[config.mk]
export PLATFORM = sky130hd
export DESIGN_NAME = ccs_status_top
export DESIGN_NICKNAME = d
export VERILOG_FILES = /design/src/ccs_pkg.sv /design/src/ccs_strap.sv /design/src/ccs_chg_det.sv /design/src/ccs_status_top.sv
export SDC_FILE = /design/constraint.sdc
export NUM_CORES = 1
export LEC_CHECK = 0
export BUFFER_PORTS_ARGS = -buffer_cell sky130_fd_sc_hd__buf_4
export CORE_ASPECT_RATIO = 0.5
export CORE_UTILIZATION = 47
export DETAILED_ROUTE_END_ITERATION = 10
export PLACE_DENSITY = 0.79
export SLEW_MARGIN = 10
export SYNTH_ARGS = -nofsm -noshare
export SYNTH_HDL_FRONTEND = slang
export SYNTH_SLANG_ARGS = --single-unit
[constraint.sdc]
create_clock -name i_clk -period 1.8 [get_ports i_clk]
set_clock_uncertainty 0.15 [all_clocks]
set_input_delay 0 -clock i_clk [delete_from_list [all_inputs] [get_ports i_clk]]
set_output_delay 0 -clock i_clk [all_outputs]
set_load 0.1 [all_outputs]
[src/ccs_pkg.sv]
// ****************************************************************
// Shared constants for the CC status and output block
// ****************************************************************
package ccs_pkg;
  // CC pin classification codes from the analog comparators
  localparam logic [2:0] CLS_OPEN    = 3'h0;  // Nothing seen
  localparam logic [2:0] CLS_RA      = 3'h1;  // Below the Ra threshold
  localparam logic [2:0] CLS_RD      = 3'h2;  // Pull-down of a sink
  localparam logic [2:0] CLS_RP_DEF  = 3'h3;  // Pull-up, default current
  localparam logic [2:0] CLS_RP_MED  = 3'h4;  // Pull-up, 1.5 A
  localparam logic [2:0] CLS_RP_HIGH = 3'h5;  // Pull-up, 3.0 A

  // Port mode selection
  localparam logic [1:0] MODE_DRP = 2'h0;  // Dual role (default)
  localparam logic [1:0] MODE_SNK = 2'h1;  // Sink only
  localparam logic [1:0] MODE_SRC = 2'h2;  // Source only

  // Accessory field codes
  localparam logic [2:0] ACC_NONE     = 3'h0;  // No accessory
  localparam logic [2:0] ACC_AUDIO    = 3'h4;  // Passive audio adapter
  localparam logic [2:0] ACC_AUDIO_CT = 3'h5;  // Charge-through audio adapter
  localparam logic [2:0] ACC_DBG_SNK  = 3'h6;  // Sink-debug accessory
  localparam logic [2:0] ACC_DBG_SRC  = 3'h7;  // Source-debug accessory

  // Current mode codes
  localparam logic [1:0] CUR_NONE = 2'h0;  // Unattached
  localparam logic [1:0] CUR_DEF  = 2'h1;  // Default current
  localparam logic [1:0] CUR_MED  = 2'h2;  // 1.5 A
  localparam logic [1:0] CUR_HIGH = 2'h3;  // 3.0 A

  // Current mode pin patterns {pin_a, pin_b}, 1 = released
  localparam logic [1:0] PAT_UNATT = 2'h3;
  localparam logic [1:0] PAT_DEF   = 2'h2;
  localparam logic [1:0] PAT_MED   = 2'h1;
  localparam logic [1:0] PAT_HIGH  = 2'h0;

  // Miscellaneous reset and level values
  localparam logic       OD_LEVEL    = 1'b0;  // Open-drain pins only ever pull low
  localparam logic       OE_RELEASE  = 1'b1;  // Output enable, active low
  localparam logic       ORIENT_CC1  = 1'b0;  // Orientation: CC1 carries CC
  localparam logic       ORIENT_CC2  = 1'b1;  // Orientation: CC2 carries CC

  // Accessory tracking states, one-hot
  typedef enum logic [3:0] {
    ACC_ST_IDLE    = 4'b0001,
    ACC_ST_AUDIO   = 4'b0010,
    ACC_ST_DBG_SNK = 4'b0100,
    ACC_ST_DBG_SRC = 4'b1000
  } ccs_acc_st_t;

  // Any pull-up class
  function automatic logic ccs_is_rp(input logic [2:0] cls);
    ccs_is_rp = (cls == CLS_RP_DEF) || (cls == CLS_RP_MED) || (cls == CLS_RP_HIGH);
  endfunction : ccs_is_rp
endpackage : ccs_pkg

[src/ccs_strap.sv]
`timescale 1ns/10ps
`default_nettype none
// ****************************************************************
// Address strap capture
// ****************************************************************
module ccs_strap (
  input  wire logic i_clk,
  input  wire logic i_rst,
  input  wire logic i_addr_float,
  output logic      o_gpio_mode,
  output logic      o_valid
);
  import ccs_pkg::*;

  logic gpio_r;  // Latched output mode
  logic done_r;  // Strap has been taken

  // Taken once on the first edge after release; a reset may not load a pin
  always_ff @(posedge i_clk or posedge i_rst) begin
    if (i_rst) begin
      gpio_r <= 1'b0;
      done_r <= 1'b0;
    end else if (!done_r) begin
      gpio_r <= i_addr_float;
      done_r <= 1'b1;
    end
  end

  assign o_gpio_mode = gpio_r;
  assign o_valid     = done_r;
endmodule : ccs_strap
`default_nettype wire

[src/ccs_chg_det.sv]
`timescale 1ns/10ps
`default_nettype none
// ****************************************************************
// Status change detector
// ****************************************************************
module ccs_chg_det #(
  parameter int W = 8
) (
  input  wire logic         i_clk,
  input  wire logic         i_rst,
  input  wire logic [W-1:0] i_vec,
  output logic              o_pulse
);
  import ccs_pkg::*;

  logic [W-1:0] prev_r;   // Last seen status
  logic         armed_r;  // First sample taken
  logic         pulse_r;  // One-cycle change flag

  // Track the last value; the first sample after reset raises nothing
  always_ff @(posedge i_clk or posedge i_rst) begin
    if (i_rst) begin
      prev_r  <= '0;
      armed_r <= 1'b0;
      pulse_r <= 1'b0;
    end else begin
      prev_r  <= i_vec;
      armed_r <= 1'b1;
      pulse_r <= armed_r && (i_vec != prev_r);
    end
  end

  assign o_pulse = pulse_r;
endmodule : ccs_chg_det
`default_nettype wire

[src/ccs_status_top.sv]
`timescale 1ns/10ps
`default_nettype none
module ccs_status_top (
  input  wire logic       i_clk,
  input  wire logic       i_rst,
  input  wire logic       i_addr_float,       // Strap pin sensed floating
  input  wire logic [1:0] i_port_mode,        // Port mode selection
  input  wire logic       i_role_src,         // Dual role currently source
  input  wire logic [2:0] i_cc1_cls,          // CC1 classification
  input  wire logic [2:0] i_cc2_cls,          // CC2 classification
  input  wire logic       i_attached_src,     // Attached as source
  input  wire logic       i_attached_snk,     // Attached as sink (debounced)
  input  wire logic       i_bus_power_sense,  // VBUS present
  input  wire logic       i_int_clear,        // Host write clearing status
  input  wire logic [1:0] i_adv_cur_req,      // Requested advertisement
  output logic            o_gpio_mode,
  output logic [2:0]      o_accessory,
  output logic            o_orient,
  output logic [1:0]      o_cur_detect,
  output logic            o_int_status,
  output logic [1:0]      o_adv_cur,
  output logic            o_vconn_cc1_en,
  output logic            o_vconn_cc2_en,
  output logic            o_irq_or_audio_out_n_o,
  output logic            o_irq_or_audio_out_n_oe_n,
  output logic            o_current_mode_pin_a_o,
  output logic            o_current_mode_pin_a_oe_n,
  output logic            o_current_mode_pin_b_o,
  output logic            o_current_mode_pin_b_oe_n,
  output logic            o_dir_o,
  output logic            o_dir_oe_n
);
  import ccs_pkg::*;

  // ****************************************************************
  // Declarations
  // ****************************************************************
  logic        gpio_mode;      // From the strap catcher
  logic        strap_valid;    // Strap taken
  logic        upd_p;          // Status changed, one cycle
  logic        acting_src;     // Behaving as source now
  logic        acting_snk;     // Behaving as sink now
  logic        audio_seen;     // Both pins below Ra
  logic        dbg_snk_seen;   // Debug accessory as source
  logic        dbg_src_seen;   // Debug accessory as sink
  logic        snk_att;        // Sink attach confirmed by VBUS
  logic        src_att;        // Source attached
  logic        cc1_valid;      // CC1 carries the connection
  logic        cc2_valid;      // CC2 carries the connection
  ccs_acc_st_t acc_st_r;       // Accessory tracker
  ccs_acc_st_t acc_st_nxt;
  logic [2:0]  acc_code_r;     // Accessory field
  logic        orient_r;       // Orientation status
  logic        dir_oe_n_r;     // Direction pin enable
  logic [1:0]  cur_r;          // Detected current
  logic [1:0]  cur_nxt;
  logic [1:0]  pat_r;          // Current pins {a, b}
  logic [1:0]  adv_r;          // Advertised current
  logic        int_status_r;   // Interrupt status bit
  logic        int_status_nxt;
  logic        irq_oe_n_r;     // Shared pin enable
  logic        vconn1_r;       // VCONN onto CC1
  logic        vconn2_r;       // VCONN onto CC2
  logic        od_r;           // Level of every open-drain pin

  // ****************************************************************
  // Sub-blocks
  // ****************************************************************
  ccs_strap u_strap (
    .i_clk        (i_clk),
    .i_rst        (i_rst),
    .i_addr_float (i_addr_float),
    .o_gpio_mode  (gpio_mode),
    .o_valid      (strap_valid)
  );

  // Any new reportable information raises an update
  ccs_chg_det #(.W(7)) u_chg (
    .i_clk   (i_clk),
    .i_rst   (i_rst),
    .i_vec   ({acc_code_r, orient_r, cur_r, vconn1_r | vconn2_r}),
    .o_pulse (upd_p)
  );

  // ****************************************************************
  // Role and CC decoding
  // ****************************************************************
  always_comb begin
    acting_src   = (i_port_mode == MODE_SRC) || ((i_port_mode == MODE_DRP) && i_role_src);
    acting_snk   = (i_port_mode == MODE_SNK) || ((i_port_mode == MODE_DRP) && !i_role_src);
    audio_seen   = (i_cc1_cls == CLS_RA) && (i_cc2_cls == CLS_RA);
    // VBUS on a sink-debug hookup means charge-through: refused off pure source
    dbg_snk_seen = acting_src && (i_cc1_cls == CLS_RD) && (i_cc2_cls == CLS_RD)
                   && !((i_port_mode != MODE_SRC) && i_bus_power_sense);
    dbg_src_seen = acting_snk && ccs_is_rp(i_cc1_cls) && ccs_is_rp(i_cc2_cls)
                   && i_bus_power_sense;
    snk_att      = acting_snk && i_attached_snk && i_bus_power_sense;
    src_att      = acting_src && i_attached_src;
    cc1_valid    = acting_snk ? ccs_is_rp(i_cc1_cls) : (i_cc1_cls == CLS_RD);
    cc2_valid    = acting_snk ? ccs_is_rp(i_cc2_cls) : (i_cc2_cls == CLS_RD);
  end

  // ****************************************************************
  // Accessory tracking
  // ****************************************************************
  // Audio has priority; each state exits as soon as its pattern goes
  always_comb begin
    acc_st_nxt = acc_st_r;
    case (acc_st_r)
      ACC_ST_IDLE: begin
        if (audio_seen) begin
          acc_st_nxt = ACC_ST_AUDIO;
        end else if (dbg_snk_seen) begin
          acc_st_nxt = ACC_ST_DBG_SNK;
        end else if (dbg_src_seen) begin
          acc_st_nxt = ACC_ST_DBG_SRC;
        end
      end
      ACC_ST_AUDIO: begin
        if (!audio_seen) acc_st_nxt = ACC_ST_IDLE;
      end
      ACC_ST_DBG_SNK: begin
        // Straight to audio so a swap costs no extra idle cycle
        if (!dbg_snk_seen) acc_st_nxt = audio_seen ? ACC_ST_AUDIO : ACC_ST_IDLE;
      end
      ACC_ST_DBG_SRC: begin
        // Losing bus power ends source-debug
        if (!dbg_src_seen) acc_st_nxt = audio_seen ? ACC_ST_AUDIO : ACC_ST_IDLE;
      end
      default: begin
        acc_st_nxt = ACC_ST_IDLE;
      end
    endcase
  end

  // State register
  always_ff @(posedge i_clk or posedge i_rst) begin
    if (i_rst) acc_st_r <= ACC_ST_IDLE;
    else       acc_st_r <= acc_st_nxt;
  end

  // Accessory field, readable in every mode
  always_ff @(posedge i_clk or posedge i_rst) begin
    if (i_rst) begin
      acc_code_r <= ACC_NONE;
    end else begin
      case (acc_st_r)
        ACC_ST_AUDIO:   acc_code_r <= i_bus_power_sense ? ACC_AUDIO_CT : ACC_AUDIO;
        ACC_ST_DBG_SNK: acc_code_r <= ACC_DBG_SNK;
        ACC_ST_DBG_SRC: acc_code_r <= ACC_DBG_SRC;
        default:        acc_code_r <= ACC_NONE;
      endcase
    end
  end

  // ****************************************************************
  // Orientation and direction pin
  // ****************************************************************
  // Last valid side is held so the mux does not flap on detach
  always_ff @(posedge i_clk or posedge i_rst) begin
    if (i_rst) begin
      orient_r   <= ORIENT_CC1;
      dir_oe_n_r <= OE_RELEASE;
    end else if (cc1_valid) begin
      orient_r   <= ORIENT_CC1;
      dir_oe_n_r <= 1'b0;
    end else if (cc2_valid) begin
      orient_r   <= ORIENT_CC2;
      dir_oe_n_r <= OE_RELEASE;
    end
  end

  // ****************************************************************
  // Current mode
  // ****************************************************************
  // Sink reports what the partner advertises; source shows default
  always_comb begin
    cur_nxt = CUR_NONE;
    if (snk_att) begin
      case (orient_r ? i_cc2_cls : i_cc1_cls)
        CLS_RP_MED:  cur_nxt = CUR_MED;
        CLS_RP_HIGH: cur_nxt = CUR_HIGH;
        default:     cur_nxt = CUR_DEF;
      endcase
    end else if (src_att) begin
      cur_nxt = CUR_DEF;
    end
  end

  // Detected current and the two pins
  always_ff @(posedge i_clk or posedge i_rst) begin
    if (i_rst) begin
      cur_r <= CUR_NONE;
      pat_r <= PAT_UNATT;
    end else begin
      cur_r <= cur_nxt;
      if (!gpio_mode) begin
        pat_r <= PAT_UNATT;  // Pins idle in register mode
      end else begin
        case (cur_nxt)
          CUR_DEF:  pat_r <= PAT_DEF;
          CUR_MED:  pat_r <= PAT_MED;
          CUR_HIGH: pat_r <= PAT_HIGH;
          default:  pat_r <= PAT_UNATT;
        endcase
      end
    end
  end

  // Advertisement: register choice is ignored without a serial bus
  always_ff @(posedge i_clk or posedge i_rst) begin
    if (i_rst)          adv_r <= CUR_DEF;
    else if (gpio_mode) adv_r <= CUR_DEF;
    else                adv_r <= i_adv_cur_req;
  end

  // ****************************************************************
  // Interrupt status and shared pin
  // ****************************************************************
  // A change in the clearing cycle wins, so no event is lost
  always_comb begin
    int_status_nxt = int_status_r;
    if (i_int_clear) int_status_nxt = 1'b0;
    if (upd_p && !gpio_mode) int_status_nxt = 1'b1;
  end

  // Status bit and pin move together in register mode; in GPIO mode the pin shows audio
  always_ff @(posedge i_clk or posedge i_rst) begin
    if (i_rst) begin
      int_status_r <= 1'b0;
      irq_oe_n_r   <= OE_RELEASE;
    end else begin
      int_status_r <= int_status_nxt;
      if (gpio_mode) irq_oe_n_r <= (acc_st_r != ACC_ST_AUDIO);
      else           irq_oe_n_r <= !int_status_nxt;
    end
  end

  // ****************************************************************
  // VCONN switch
  // ****************************************************************
  // Ra is masked once VCONN is on, so only detach or leaving the source role turns it off
  always_ff @(posedge i_clk or posedge i_rst) begin
    if (i_rst) begin
      vconn1_r <= 1'b0;
      vconn2_r <= 1'b0;
    end else if (!i_attached_src || !acting_src) begin
      vconn1_r <= 1'b0;
      vconn2_r <= 1'b0;
    end else if (!vconn1_r && !vconn2_r && src_att) begin
      vconn2_r <= (i_cc1_cls == CLS_RD) && (i_cc2_cls == CLS_RA);
      vconn1_r <= (i_cc2_cls == CLS_RD) && (i_cc1_cls == CLS_RA);
    end
  end

  // Open-drain level: never high
  always_ff @(posedge i_clk or posedge i_rst) begin
    if (i_rst) od_r <= OD_LEVEL;
    else       od_r <= OD_LEVEL;
  end

  // ****************************************************************
  // Outputs
  // ****************************************************************
  assign o_gpio_mode               = gpio_mode;
  assign o_accessory               = acc_code_r;
  assign o_orient                  = orient_r;
  assign o_cur_detect              = cur_r;
  assign o_int_status              = int_status_r;
  assign o_adv_cur                 = adv_r;
  assign o_vconn_cc1_en            = vconn1_r;
  assign o_vconn_cc2_en            = vconn2_r;
  assign o_irq_or_audio_out_n_o    = od_r;
  assign o_irq_or_audio_out_n_oe_n = irq_oe_n_r;
  assign o_current_mode_pin_a_o    = od_r;
  assign o_current_mode_pin_a_oe_n = pat_r[1];
  assign o_current_mode_pin_b_o    = od_r;
  assign o_current_mode_pin_b_oe_n = pat_r[0];
  assign o_dir_o                   = od_r;
  assign o_dir_oe_n                = dir_oe_n_r;
endmodule : ccs_status_top
`default_nettype wire

==> flow_summary.json <==
{
  "grt_pass1_wl_mm": 5.506,
  "die_w_um": 81.16,
  "ys_top_cells_by_area": "dfrtp_1 39%, dfstp_2 11%, buf_4 4.6%",
  "yosys.area.top_type": "dfrtp_1",
  "syn_area_um2": 1473,
  "dr.pass1.iters": 4,
  "portBuffers": 33,
  "postLayoutSetupSlackWorst_ns": 0.03875,
  "pin_count": 38,
  "fillers": 196,
  "crit_chain": "dlygate4sd3_1 > buf_4 > or3b_4 > a2111oi_1 > nor4b_2",
  "area_delta_synth_final_pct": 36.79,
  "cts.path.max_buffers": 2,
  "hold_viol": 0,
  "postRouteAntennaNets": 0,
  "synth-simple-area-share": 0.2073,
  "fp.dieH_um": 41.58,
  "initial_core_util": 0.5295,
  "synth_compound_area_frac": 0.1325,
  "post_cts_buffers": 0,
  "hpwl_mm": 2.091,
  "synth-seq-cells": 29,
  "yosys_warnings": 0,
  "cts_max_level": 2,
  "wl_per_cell_um": 14.16,
  "row_count": 13,
  "ir_worst_vdd_mv": 0.6659,
  "crit_start": "i_cc1_cls[1]",
  "cp-start-kind": "input pin",
  "yosysUniqueCellTypes": 43,
  "gp_congestion": 0.8212,
  "grt_usage": 0.2222,
  "core_um2": 2781,
  "synthAdderAreaFrac": 0,
  "fin_crit_sh": 0.9785,
  "hold_class": "in -> reg",
  "max_freq_ghz": 0.5678,
  "muxShareOfSynthArea": 0.02209,
  "power_density_nw_per_um2": 1036,
  "clock-root-buffer": "clkbuf_8",
  "slowest_stage": "dlygate4sd3_1",
  "cts_buffers": 5,
  "setup.worst_path.class": "in -> reg",
  "clock-sinks": 29,
  "vias_per_cell": 5.199,
  "antenna_found_initial": 0,
  "grt_setup_unrepaired": "false",
  "diodes": 0,
  "dieArea_um2": 3375,
  "drc": 0,
  "grt_max_degree": 30,
  "fin_setup_tns_ns": 0,
  "routed_wirelength_mm": 3.270,
  "cts.clk_slew.worst_paths_ns": 0.06,
  "critPathCaptureType": "register",
  "drive_above_1_share": 0.3093,
  "synthCells": 142,
  "clk_latency_ns": 0.28,
  "critical-path-max-stage-delay_ns": 0.52,
  "status": "completed",
  "drv_slew": 0,
  "syn_area_per_cell_um2": 10.37,
  "grt_pass1_vias": 1184,
  "crit_fanout": 6,
  "min-delay-start": "i_cc1_cls[2]",
  "crit_required_ns": 1.83,
  "period_minus_slack_ns": 1.761,
  "fin_nets": 211,
  "vias": 1201,
  "synth-xor-area-share": 0.05947,
  "crit_arrival_ns": 1.79,
  "grt_overflow": 0,
  "place_ws_ns": 0.1634,
  "finalSetupViolations": 0,
  "synth_top_family_by_area": "simple AND/OR/NAND/NOR gates",
  "cts_tree": "built",
  "p_leak_nw": 0.9379,
  "drv_cap": 0,
  "final_util": 0.7242,
  "netlist.area_leader.share": 0.3908,
  "r2r-start": "acc_st_r[0]",
  "ys_seq_area_frac": 0.4979,
  "first_iter_violations": 76
}
## where the power goes
| part | switching [mW] | total, mW | internal, mW |
|---|---|---|---|
| clock network | 0.242 | 0.693 | 0.451 |
| logic | 0.420 | 0.630 | 0.210 |
| registers | 0.0425 | 0.764 | 0.722 |
| total | 0.705 | 2.09 | 1.38 |
## cells by family after synthesis
kind of cell,after synthesis
AOI/OAI and AO/OA,26
buffers and inverters,20
muxes,3
xor gates and xnor gates,10
DFF,29
and+or+nand+nor,52
other,2
## sequential cells by signal (all words and copies together), names as in the netlist, 2 cells and up
signal / count
acc_st_r: 4
o_accessory: 3
o_adv_cur: 2
o_cur_detect: 2
pat_r: 2
u_chg.prev_r: 7
## path summary, 6_finish.rpt
kind	end	slack [ns]	cells past startpoint
worst max-delay path	acc_st_r[2]	0.04	5
worst min register to register	u_chg.prev_r[2]	0.27	0
max in group asynchronous	o_irq_or_audio_out_n_oe_n	0.99	4
worst min-delay path	o_dir_oe_n	0.02	4
worst max register to register	acc_st_r[0]	0.14	4
min in group asynchronous	u_chg.o_pulse	0.20	4
## synth_stat cells
library cell	instances
nand3_1	1
a21oi_1	7
nor2_1	12
a2111oi_0	1
o211ai_1	1
dfrtp_1	23
nand4_1	1
and4bb_1	1
mux2_2	2
a2bb2oi_1	1
nor4b_2	1
a2111oi_4	1
o21ai_1	1
inv_1	7
a41oi_1	1
xnor2_1	6
o31ai_1	3
or3b_4	1
and2b_1	1
xor2_1	4
mux2i_1	1
o21ai_0	4
o32a_1	1
or2_2	2
nor2b_1	6
nand2_1	8
conb_1	2
dfstp_2	6
a22o_1	1
nor3b_1	3
buf_2	2
or3b_1	3
o22ai_1	1
o41a_1	1
or4_1	1
a21o_1	1
nand3b_1	2
a22oi_1	1
and3_1	1
nor3_1	4
clkbuf_1	2
buf_4	9
nand2b_1	4
## through the flow
step,cell area (µm²),hold slack (ns),total power [mW],cells
floorplan,1488,-0.07655,1.243,145
global placement,1727,-0.05889,1.361,206
detailed placement,1727,-0.05499,1.374,206
CTS,2013,0.003441,2.093,231
global route,2014,0.03259,2.179,231
finish,2014,0.01718,2.087,231
## layout make-up
type                       instances  area (µm²)  area share
clock inverter                     1       30.03     0.01491
multi-input combinational         96       640.6      0.3180
timing repair buffer              54       447.9      0.2224
sequential                        29       737.0      0.3658
tap                               37       46.29     0.02298
inverter                           7       26.28     0.01304
clock buffer                       7       86.33     0.04286
## what timing repair did
item	CTS	global route
hold buffers	17	0
resized for setup	0	1
setup endpoints to repair	0	2
hold endpoints to repair	44	0
## cell usage in the layout (no fill, tap or decap), types with 2 or more instances in the layout
cell type / count
dlygate4sd3_1: 17
inv_1: 7
mux2_2: 2
nand3b_1: 2
nand2_1: 8
clkbuf_8: 6
xnor2_1: 6
dfrtp_2: 3
nor3b_1: 3
or3b_1: 3
dfstp_2: 6
or2_2: 2
buf_4: 37
nor2_1: 12
nor3_1: 4
xor2_1: 4
dfrtp_1: 20
a21oi_1: 7
o21ai_0: 4
conb_1: 5
o31ai_1: 3
nor2b_1: 6
nand2b_1: 4
## critical path: cells and delay by family
family                 cells  cell delay [ns]
AOI/OAI and AO/OA          1             0.45
buffers and inverters      2             0.65
and+or+nand+nor            2             0.69
## metal layers
metal  vias to the layer above  routed length, µm  track usage
met5                         -                  0            0
met4                         0                104       0.1107
met3                        13                196      0.05934
met2                        51               1487       0.3345
met1                       561               1482       0.2959
li1                        576                  -            -
Power figures use the tool's default switching activity.
